### config.mk
export PLATFORM = sky130hd
export DESIGN_NAME = nic_core
export DESIGN_NICKNAME = d
export VERILOG_FILES = /design/src/nic_pkg.sv /design/src/nic_core.sv
export SDC_FILE = /design/constraint.sdc
export NUM_CORES = 1
export LEC_CHECK = 0
export BUFFER_PORTS_ARGS = -buffer_cell sky130_fd_sc_hd__buf_2
export CAP_MARGIN = 25
export CELL_PAD_IN_SITES_DETAIL_PLACEMENT = 1
export CELL_PAD_IN_SITES_GLOBAL_PLACEMENT = 2
export CORE_UTILIZATION = 25
export CTS_BUF_LIST = sky130_fd_sc_hd__clkbuf_8
export CTS_CLUSTER_SIZE = 28
export DETAILED_ROUTE_END_ITERATION = 10
export PLACE_DENSITY = 0.56
export SLEW_MARGIN = 40
export SYNTH_ARGS = -nofsm -noshare
export SYNTH_HDL_FRONTEND = slang
export SYNTH_SLANG_ARGS = --single-unit
### constraint.sdc
create_clock -name clk_i -period 80.5 [get_ports clk_i]
set_input_delay 16.1 -clock clk_i [delete_from_list [all_inputs] [get_ports clk_i]]
set_output_delay 16.1 -clock clk_i [all_outputs]
set_load 0.02 [all_outputs]
### src/nic_pkg.sv
// Package with register map, field layout and carriers for the irq controller.
package nic_pkg;

  // ---------------------------------------------------------------
  // Register map (byte offsets within the controller window)
  // ---------------------------------------------------------------
  localparam logic [11:0] OFS_ENABLE_SET = 12'h100; // Enable-set word.
  localparam logic [11:0] OFS_ENABLE_CLR = 12'h180; // Enable-clear word.
  localparam logic [11:0] OFS_PEND_SET = 12'h200; // Pending-set word.
  localparam logic [11:0] OFS_PEND_CLR = 12'h280; // Pending-clear word.
  localparam logic [11:0] OFS_PRIO_BASE = 12'h400; // First priority word.
  localparam logic [11:0] OFS_PRIO_LAST = 12'h41C; // Last priority word.

  // ---------------------------------------------------------------
  // Sizes, field positions and reset values
  // ---------------------------------------------------------------
  localparam int NUM_IRQ = 32; // Number of request lines.
  localparam int PRIO_LANES = 4; // Priority fields per word.
  localparam int LANE_W = 8; // Width of one priority field.
  localparam int PRIO_HI = 7; // Top stored bit of a field.
  localparam int PRIO_LO = 6; // Lowest stored bit of a field.
  localparam logic [31:0] RST_WORD = 32'h00000000; // Reset of vectors.
  localparam logic [1:0] RST_PRIO = 2'h0; // Reset of stored priority.
  localparam logic [5:0] IRQ_NONE = 6'h20; // Code for no candidate.

  // ---------------------------------------------------------------
  // Carriers
  // ---------------------------------------------------------------
  // One register access from the core.
  typedef struct packed {
    logic wr; // Write strobe.
    logic rd; // Read strobe.
    logic [11:0] addr; // Word-aligned byte offset.
    logic [31:0] wdata; // Write data.
  } reg_req_t;

  // Core handshake: entry to and return from a service routine.
  typedef struct packed {
    logic enter; // Core enters the routine of irq_num.
    logic leave; // Core returns from the routine of irq_num.
    logic [4:0] irq_num; // Interrupt being entered or left.
  } core_evt_t;

endpackage

### src/nic_core.sv
// Interrupt controller with enable, pending, active and priority state.
`timescale 1ns/10ps
// Notes on behaviour
// - Enable-set writes ones enable; reads show enables.
// - Pending enabled interrupts activate by priority.
// - Disabled interrupts pend but never activate.
// - Enable-clear writes ones disable; reads show enables.
// - Pending-set writes ones pend; reads show pending.
// - Set-pending works if already pending or disabled.
// - Pending-clear writes ones unpend; reads show pending.
// - Pending-clear leaves active state alone.
// - Eight-bit priority fields, four per word.
// - Only priority bits 7:6 stored; rest zero.
// - Lower priority value is more urgent.
// - Interrupt M in word M/4, lane M%4.
// - Requests sampled on rising clock edge.
// - Entry clears pending and sets active.
// - Pend on high-not-active, rising edge, or software.
// - Level: on return, pend if request high.
// - Pulse during active gives active-and-pending.
// - Level clear ignored while request still high.
// - Pulse clear: pending to inactive, both to active.
// - Priority levels 0 to 192 in steps of 64.
module nic_core
(
  // Clock and reset.
  input wire logic clk_i,
  input wire logic resetn_i,
  // Peripheral request lines and their sensing mode (1 = level).
  input wire logic [31:0] irq_req_i,
  input wire logic [31:0] irq_level_i,
  // Register access from the core.
  input wire nic_pkg::reg_req_t req_i,
  output logic [31:0] rdata_o,
  // Service routine entry and return from the core.
  input wire nic_pkg::core_evt_t evt_i,
  // Selected interrupt towards the core.
  output logic take_valid_o,
  output logic [4:0] take_num_o,
  output logic [1:0] take_prio_o
);

  // ---------------------------------------------------------------
  // Request synchronisers and edge detection
  // ---------------------------------------------------------------
  logic [31:0] sync1_r, sync1_nxt; // First synchroniser stage.
  logic [31:0] sync2_r, sync2_nxt; // Second synchroniser stage.
  logic [31:0] prev_r, prev_nxt; // Previous sampled request.
  logic [31:0] rise; // Rising edge seen this cycle.

  // Two flip-flops guard against metastable request lines.
  always_comb
  begin
    sync1_nxt = irq_req_i;
    sync2_nxt = sync1_r;
    prev_nxt = sync2_r;
  end

  // Registers the synchroniser chain.
  always_ff @(posedge clk_i or negedge resetn_i)
  begin
    if (!resetn_i)
    begin
      sync1_r <= nic_pkg::RST_WORD;
      sync2_r <= nic_pkg::RST_WORD;
      prev_r <= nic_pkg::RST_WORD;
    end
    else
    begin
      sync1_r <= sync1_nxt;
      sync2_r <= sync2_nxt;
      prev_r <= prev_nxt;
    end
  end

  // Edges come from the second stage only.
  assign rise = sync2_r & ~prev_r;

  // ---------------------------------------------------------------
  // Register decode
  // ---------------------------------------------------------------
  logic [31:0] en_set_w, en_clr_w, pd_set_w, pd_clr_w; // Write masks.
  logic prio_wr; // Write hits a priority word.
  logic [2:0] prio_idx; // Priority word index.

  // Word-wide strobes; writes of zero bits leave state as is.
  always_comb
  begin
    en_set_w = '0;
    en_clr_w = '0;
    pd_set_w = '0;
    pd_clr_w = '0;
    if (req_i.wr)
    begin
      case (req_i.addr)
        nic_pkg::OFS_ENABLE_SET: en_set_w = req_i.wdata;
        nic_pkg::OFS_ENABLE_CLR: en_clr_w = req_i.wdata;
        nic_pkg::OFS_PEND_SET: pd_set_w = req_i.wdata;
        nic_pkg::OFS_PEND_CLR: pd_clr_w = req_i.wdata;
        default: en_set_w = '0;
      endcase
    end
  end

  // Whole-word priority writes only; index is offset / 4 within block.
  assign prio_wr = req_i.wr && req_i.addr >= nic_pkg::OFS_PRIO_BASE
    && req_i.addr <= nic_pkg::OFS_PRIO_LAST;
  assign prio_idx = 3'(req_i.addr[4:2]);

  // ---------------------------------------------------------------
  // Per-interrupt state
  // ---------------------------------------------------------------
  logic [31:0] en_r, en_nxt; // Enable vector.
  logic [31:0] pd_r, pd_nxt; // Pending vector.
  logic [31:0] act_r, act_nxt; // Active vector.
  logic [1:0] prio_r [32]; // Stored priority bits 7:6.
  logic [1:0] prio_nxt [32]; // Next stored priority.

  genvar g;
  generate
    for (g = 0; g < nic_pkg::NUM_IRQ; g++)
    begin : g_irq
      logic hit; // Core event names this interrupt.
      assign hit = (evt_i.irq_num == 5'(g));

      // Next state of one interrupt; bit g is request line g.
      always_comb
      begin
        en_nxt[g] = (en_r[g] | en_set_w[g]) & ~en_clr_w[g];
        act_nxt[g] = act_r[g];
        pd_nxt[g] = pd_r[g];
        prio_nxt[g] = prio_r[g];
        // Software clear first so hardware sets below win.
        if (pd_clr_w[g])
        begin
          if (irq_level_i[g])
            pd_nxt[g] = pd_r[g] & sync2_r[g];
          else
            pd_nxt[g] = 1'b0;
        end
        // Level high and not active, or a rising edge, pends.
        if ((irq_level_i[g] && sync2_r[g] && !act_r[g]) || rise[g])
          pd_nxt[g] = 1'b1;
        // Software set works whatever enable says.
        if (pd_set_w[g])
          pd_nxt[g] = 1'b1;
        // Entry moves pending into active.
        if (evt_i.enter && hit)
        begin
          act_nxt[g] = 1'b1;
          pd_nxt[g] = rise[g];
        end
        // Return resamples a level request.
        if (evt_i.leave && hit)
        begin
          act_nxt[g] = 1'b0;
          if (irq_level_i[g] && sync2_r[g])
            pd_nxt[g] = 1'b1;
        end
        // Priority field keeps only its top two bits.
        if (prio_wr && prio_idx == 3'(g / nic_pkg::PRIO_LANES))
          prio_nxt[g] = req_i.wdata[(g % nic_pkg::PRIO_LANES)
            * nic_pkg::LANE_W + nic_pkg::PRIO_LO +: 2];
      end

      // Registers one interrupt's state.
      always_ff @(posedge clk_i or negedge resetn_i)
      begin
        if (!resetn_i)
        begin
          en_r[g] <= 1'b0;
          pd_r[g] <= 1'b0;
          act_r[g] <= 1'b0;
          prio_r[g] <= nic_pkg::RST_PRIO;
        end
        else
        begin
          en_r[g] <= en_nxt[g];
          pd_r[g] <= pd_nxt[g];
          act_r[g] <= act_nxt[g];
          prio_r[g] <= prio_nxt[g];
        end
      end
    end
  endgenerate

  // ---------------------------------------------------------------
  // Selection of the most urgent candidate
  // ---------------------------------------------------------------
  logic [5:0] best_num; // Winning interrupt or none.
  logic [1:0] best_prio; // Its priority.

  // Lowest value wins; ties go to the lowest line number.
  always_comb
  begin
    best_num = nic_pkg::IRQ_NONE;
    best_prio = 2'h3;
    for (int i = nic_pkg::NUM_IRQ - 1; i >= 0; i--)
    begin
      // Only pending and enabled lines compete.
      if (pd_r[i] && en_r[i] && prio_r[i] <= best_prio)
      begin
        best_num = 6'(i);
        best_prio = prio_r[i];
      end
    end
    // With no candidate the offered priority reads zero, as after reset.
    if (best_num[5])
      best_prio = nic_pkg::RST_PRIO;
  end

  // ---------------------------------------------------------------
  // Read data and selection outputs
  // ---------------------------------------------------------------
  logic [31:0] rdata_nxt; // Read mux result.
  logic [31:0] prio_word; // Assembled priority word.

  // Builds a priority word, low six bits of each lane as zero.
  always_comb
  begin
    prio_word = '0;
    for (int l = 0; l < nic_pkg::PRIO_LANES; l++)
      prio_word[l * nic_pkg::LANE_W + nic_pkg::PRIO_LO +: 2] =
        prio_r[{prio_idx, 2'(l)}];
  end

  // Read mux; unmapped offsets read zero.
  always_comb
  begin
    rdata_nxt = rdata_o;
    if (req_i.rd)
    begin
      case (req_i.addr)
        nic_pkg::OFS_ENABLE_SET: rdata_nxt = en_r;
        nic_pkg::OFS_ENABLE_CLR: rdata_nxt = en_r;
        nic_pkg::OFS_PEND_SET: rdata_nxt = pd_r;
        nic_pkg::OFS_PEND_CLR: rdata_nxt = pd_r;
        default:
          if (req_i.addr >= nic_pkg::OFS_PRIO_BASE
            && req_i.addr <= nic_pkg::OFS_PRIO_LAST)
            rdata_nxt = prio_word;
          else
            rdata_nxt = '0;
      endcase
    end
  end

  // Registers read data and selection for the core.
  always_ff @(posedge clk_i or negedge resetn_i)
  begin
    if (!resetn_i)
    begin
      rdata_o <= nic_pkg::RST_WORD;
      take_valid_o <= 1'b0;
      take_num_o <= 5'h00;
      take_prio_o <= 2'h0;
    end
    else
    begin
      rdata_o <= rdata_nxt;
      take_valid_o <= ~best_num[5];
      take_num_o <= best_num[4:0];
      take_prio_o <= best_prio;
    end
  end

  // ---------------------------------------------------------------
  // Checks
  // ---------------------------------------------------------------
  // Lines 0, 3, 7 and 12 are the ones the bench drives through each path.
  enable_set_a: assert property (
    @(posedge clk_i) disable iff (!resetn_i)
    en_set_w[0] && !en_clr_w[0] |=> en_r[0])
    else $error("enable set did not enable line 0");
  enable_clear_a: assert property (
    @(posedge clk_i) disable iff (!resetn_i)
    en_clr_w[3] |=> !en_r[3])
    else $error("enable clear did not disable line 3");
  disabled_never_a: assert property (
    @(posedge clk_i) disable iff (!resetn_i)
    take_valid_o && $stable(en_r) |-> en_r[take_num_o])
    else $error("disabled interrupt selected");
  pend_set_a: assert property (
    @(posedge clk_i) disable iff (!resetn_i)
    pd_set_w[3] && !(evt_i.enter && evt_i.irq_num == 5'h03)
    |=> pd_r[3])
    else $error("pending set did not pend line 3");
  clear_active_a: assert property (
    @(posedge clk_i) disable iff (!resetn_i)
    pd_clr_w[7] && !evt_i.enter && !evt_i.leave
    |=> act_r[7] == $past(act_r[7]))
    else $error("pending clear changed active state");
  pulse_clear_a: assert property (
    @(posedge clk_i) disable iff (!resetn_i)
    pd_clr_w[7] && !irq_level_i[7] && !rise[7] && !pd_set_w[7]
    |=> !pd_r[7])
    else $error("pulse clear left line 7 pending");
  level_clear_a: assert property (
    @(posedge clk_i) disable iff (!resetn_i)
    pd_clr_w[12] && irq_level_i[12] && sync2_r[12] && pd_r[12]
    && !evt_i.enter |=> pd_r[12])
    else $error("level clear dropped pending line 12");
  entry_moves_a: assert property (
    @(posedge clk_i) disable iff (!resetn_i)
    evt_i.enter && evt_i.irq_num == 5'h07 && !rise[7]
    |=> act_r[7] && !pd_r[7])
    else $error("entry did not activate line 7");
  edge_pends_a: assert property (
    @(posedge clk_i) disable iff (!resetn_i)
    $rose(sync2_r[7]) |=> pd_r[7])
    else $error("rising edge did not pend line 7");
  level_return_a: assert property (
    @(posedge clk_i) disable iff (!resetn_i)
    evt_i.leave && evt_i.irq_num == 5'h0C && irq_level_i[12]
    && sync2_r[12] |=> pd_r[12] && !act_r[12])
    else $error("level return did not repend line 12");
  urgent_wins_a: assert property (
    @(posedge clk_i) disable iff (!resetn_i)
    best_num != nic_pkg::IRQ_NONE |-> ##1 take_valid_o
    && take_prio_o == $past(best_prio))
    else $error("selection lost priority");
  prio_low_a: assert property (
    @(posedge clk_i) disable iff (!resetn_i)
    req_i.rd && req_i.addr == nic_pkg::OFS_PRIO_BASE
    |=> rdata_o[5:0] == 6'h00)
    else $error("priority low bits not zero");

  enter_cov_c: cover property (@(posedge clk_i) evt_i.enter);
  act_pend_c: cover property (@(posedge clk_i) act_r[0] && pd_r[0]);
  take_cov_c: cover property (@(posedge clk_i) take_valid_o);
  level_ret_c: cover property (@(posedge clk_i)
    evt_i.leave && irq_level_i[evt_i.irq_num]);

endmodule // nic_core

==> results by group <==
CTS
  – CTS Hold Bufs: 0
  – Post-CTS Setup Bufs: 0
  – Clk sinks: 296
  – Clock slew at reported path FFs: 0.06 ns
  – CTS tree: yes
  – Clock tree buffer depth: 3
  – Post-CTS Resized: 0
  – Clk_lat worst skew: 0.66 ns
  – Clk root buf: clkbuf_8
  – Num CTS Buffers: 55
  – H-tree depth: 2

Timing
  – Setup TNS: 0 ns
  – Final hold vios: 0
  – Slew Viols, Final: 0
  – Slew headroom: 0.456
  – Setup violations, final: 0
  – Tmin final: 40.50 ns
  – RSZ-0062 raised after global routing: false
  – Fmax: 24.7 MHz
  – Clock Skew: 0.0325 ns
  – Period utilisation layout: 0.503
  – Measured slew at the worst slew-check pin: 0.815 ns

Synthesis
  – Post-synth cell types: 77
  – Synthesized area: 14600 um2
  – Share of the synthesized area in the top cell type: 0.506
  – Avg Cell Area, Syn: 9.56 um2
  – Post-synthesis async set-or-reset flop share: 1.00
  – Synth warnings: 0
  – Adder-cell area share of the yosys netlist: 0.0351
  – Main combinational cell family by area after synthesis: simple AND/OR/NAND/NOR gates
  – Synthesized flop and latch total: 296
  – Commonest cells in the netlist: 296 x dfrtp_1, 228 x nand2_1, 155 x nor2_1, 145 x a21oi_1, 94 x o21ai_0
  – Mux cell area share after synthesis: 0.0660
  – Post-synth top area cell: dfrtp_1
  – Post-synthesis sequential area ratio: 0.506
  – Synth area leaders: dfrtp_1 51%, nand2_1 5.9%, a21oi_1 5.0%, nor2_1 4.0%, mux2_2 3.6%
  – Dominant synthesized flop cell: dfrtp_1
  – Most frequent cell after synthesis: dfrtp_1
  – Post-Synth XOR/XNOR Area: 0
  – Number of enable flip-flop cells after synthesis: 0
  – Synthesized Nets: 1682
  – Synthesized instance count: 1530
  – Simple-Gate Fraction of Synth Area: 0.183
  – Compound-Gate Fraction of Synth Area: 0.180

Finish
  – Ant. Diodes: 0
  – Layout Utilization: 0.304
  – Area Overhead vs Synth: 20.0%
  – Share of cells above drive strength 1: 0.206
  – Multi-input logic area: 6880 um2
  – Nets: 1844
  – Register Area: 7410 um2
  – Fillers: 6687

Power and ir drop
  – LEAKAGE: 7.69 nW
  – Reg power frac: 0.464
  – Psw: 0.0981 mW
  – Gate power share: 0.107
  – Peak supply drop: 0.0000100 V
  – P_int: 0.254 mW
  – Sw Ratio: 0.279
  – Power per cell area: 20.1 nW/um2
  – Clock group share of total power: 0.429

GRT
  – Largest net degree at the start of global routing: 84
  – Initial antenna violation count: 0
  – Most Used Layer, Global Route: met2
  – First-pass GRT wire length: 87000 um
  – Grt met2 use: 0.312
  – Number of global-route vias before repair: 13480
  – Grt ovf: 0
  – Grt met3 use: 0.0285
  – GR Util met1: 0.270
  – GRT Total Usage: 0.194

Floorplanning
  – Die height: 244 um
  – Core box area: 57800 um2
  – # rows: 88
  – Initial cell density of the core: 0.253
  – Die ar.: 59500 um2
  – Chip width: 244 um
  – I/O pins: 159

Route
  – Via/cell ratio: 5.03
  – Total length of routed wires: 56900 um
  – Initial drt markers: 753
  – ANT nets after route: 0
  – DRT Pass-1 Iters: 6
  – Wirelength per Cell: 22.8 um
  – Vias post-DR: 12561
  – # DRC: 0

Setup path
  – Most used cell, CP: nor2_1
  – Slowest cell on crit path: a2111oi_0
  – Crit path capture type: flip-flop
  – CP Launch Type: flip-flop
  – Crit path required time: 81.03 ns
  – CP peak stage delay: 0.61 ns
  – Crit path DAT: 41.04 ns
  – Crit Path Max Fanout: 8
  – CP Class: reg2reg

Min path
  – Hold Path Class: reg2reg

Placed design
  – Dpl hpwl: 41500 um
  – GP Congestion: 0.852
  – I/O Buffers: 158

Run status
  – Status: finished clean

Job
  – Max cap viols: 0
-- stage by stage --
stage	cell area (um2)	hold WS, ns	setup WS, ns	total power, mW	cells
after global routing	17600	0.351	36.65	0.370	2497
after detailed placement	16400	0.336	40.38	0.205	2400
after floorplan	14600	0.331	45.65	0.185	1530
after CTS	17500	0.348	40.21	0.360	2497
after global placement	16300	0.332	41.18	0.203	2398
final	17600	0.347	40.00	0.352	2497
-- cell families (layout without fill, tap and decap cells) --
kind of cell | count (synthesis) | in the layout
adder cells (fa/ha/maj) | 43 | 43
multiplexers | 70 | 70
flip-flops | 296 | 296
AO/OA/AOI/OAI | 420 | 420
buffers and inverters | 115 | 317
AND/OR/NAND/NOR | 586 | 586
-- sequential cells by signal, summed over array words and instances (netlist names) --
register and flops:
act_r 32, en_r 32, pd_r 32, prev_nxt 32
prev_r 32, prio_r 64, rdata_o 32, sync1_r 32
take_num_o 5, take_prio_o 2, take_valid_o 1
-- area by class of cell --
cell class / count / area share
clock buffers: 69 / 0.0541
clock inverters: 28 / 0.0104
inverters: 38 / 0.00813
well taps: 765 / 0.0545
multi-input cells: 1119 / 0.392
repair buffers: 182 / 0.0590
flip-flops and latches: 296 / 0.422
-- power groups by stage --
| stage | Combinational [mW] | Sequential (mW) | Clock [mW] |
|---|---|---|---|
| floorplan | 0.0184 | 0.166 | 0 |
| global placement | 0.0373 | 0.166 | 0 |
| detailed placement | 0.0384 | 0.166 | 0 |
| CTS | 0.0385 | 0.164 | 0.158 |
| global route | 0.0423 | 0.165 | 0.163 |
| finish | 0.0375 | 0.164 | 0.151 |
-- final timing paths --
check	cells after the start	start	endpoint	slack, ns
min in group asynchronous	1	resetn_i	sync1_r[27]	15.26
min	0	sync1_r[5]	prev_nxt[5]	0.35
max in group asynchronous	4	resetn_i	sync1_r[0]	63.54
max	184	pd_r[31]	take_prio_o[0]	40.00
max reg2reg	184	pd_r[31]	take_prio_o[0]	40.00
min reg2reg	0	sync1_r[5]	prev_nxt[5]	0.35
-- worst max-delay path: cells and delay by family (launching register included) --
kind	cells	cell delay [ns]
AO/OA/AOI/OAI	64	14.19
adder cells (fa/ha/maj)	40	11.87
buffers and inverters	4	0.32
flip-flops	1	0.55
multiplexers	11	3.82
AND/OR/NAND/NOR	65	9.57
-- routing by layer --
metal	wire [um]	part of all wire
met4	1080	0.019
met1	27300	0.48
met3	2010	0.035
met2	26500	0.47
met5	0	0
-- placed cells by master, fill, tap and decap left out, types with 5 or more instances in the layout --
master and instances:
dfrtp_1 296, nand2_1 228, buf_2 157, nor2_1 152, a21oi_1 145, o21ai_0 94, clkbuf_8 69, nand3_1 65
inv_1 60, mux2_2 47, nand4_1 38, ha_1 33, o22ai_1 31, a22oi_1 25, nand3b_1 20, a21o_1 20
buf_4 18, a31oi_1 16, mux4_2 16, nor3_1 15, maj3_1 10, nor3b_1 8, nand2b_1 8, a221oi_1 8
a222oi_1 8, o2111ai_1 7, or3_1 6, or2_2 5, a211oi_1 5, o21bai_1 5, and2_1 5, o21a_1 5
mux2i_1 5
Note: power is estimated with default switching activity, not from simulation.
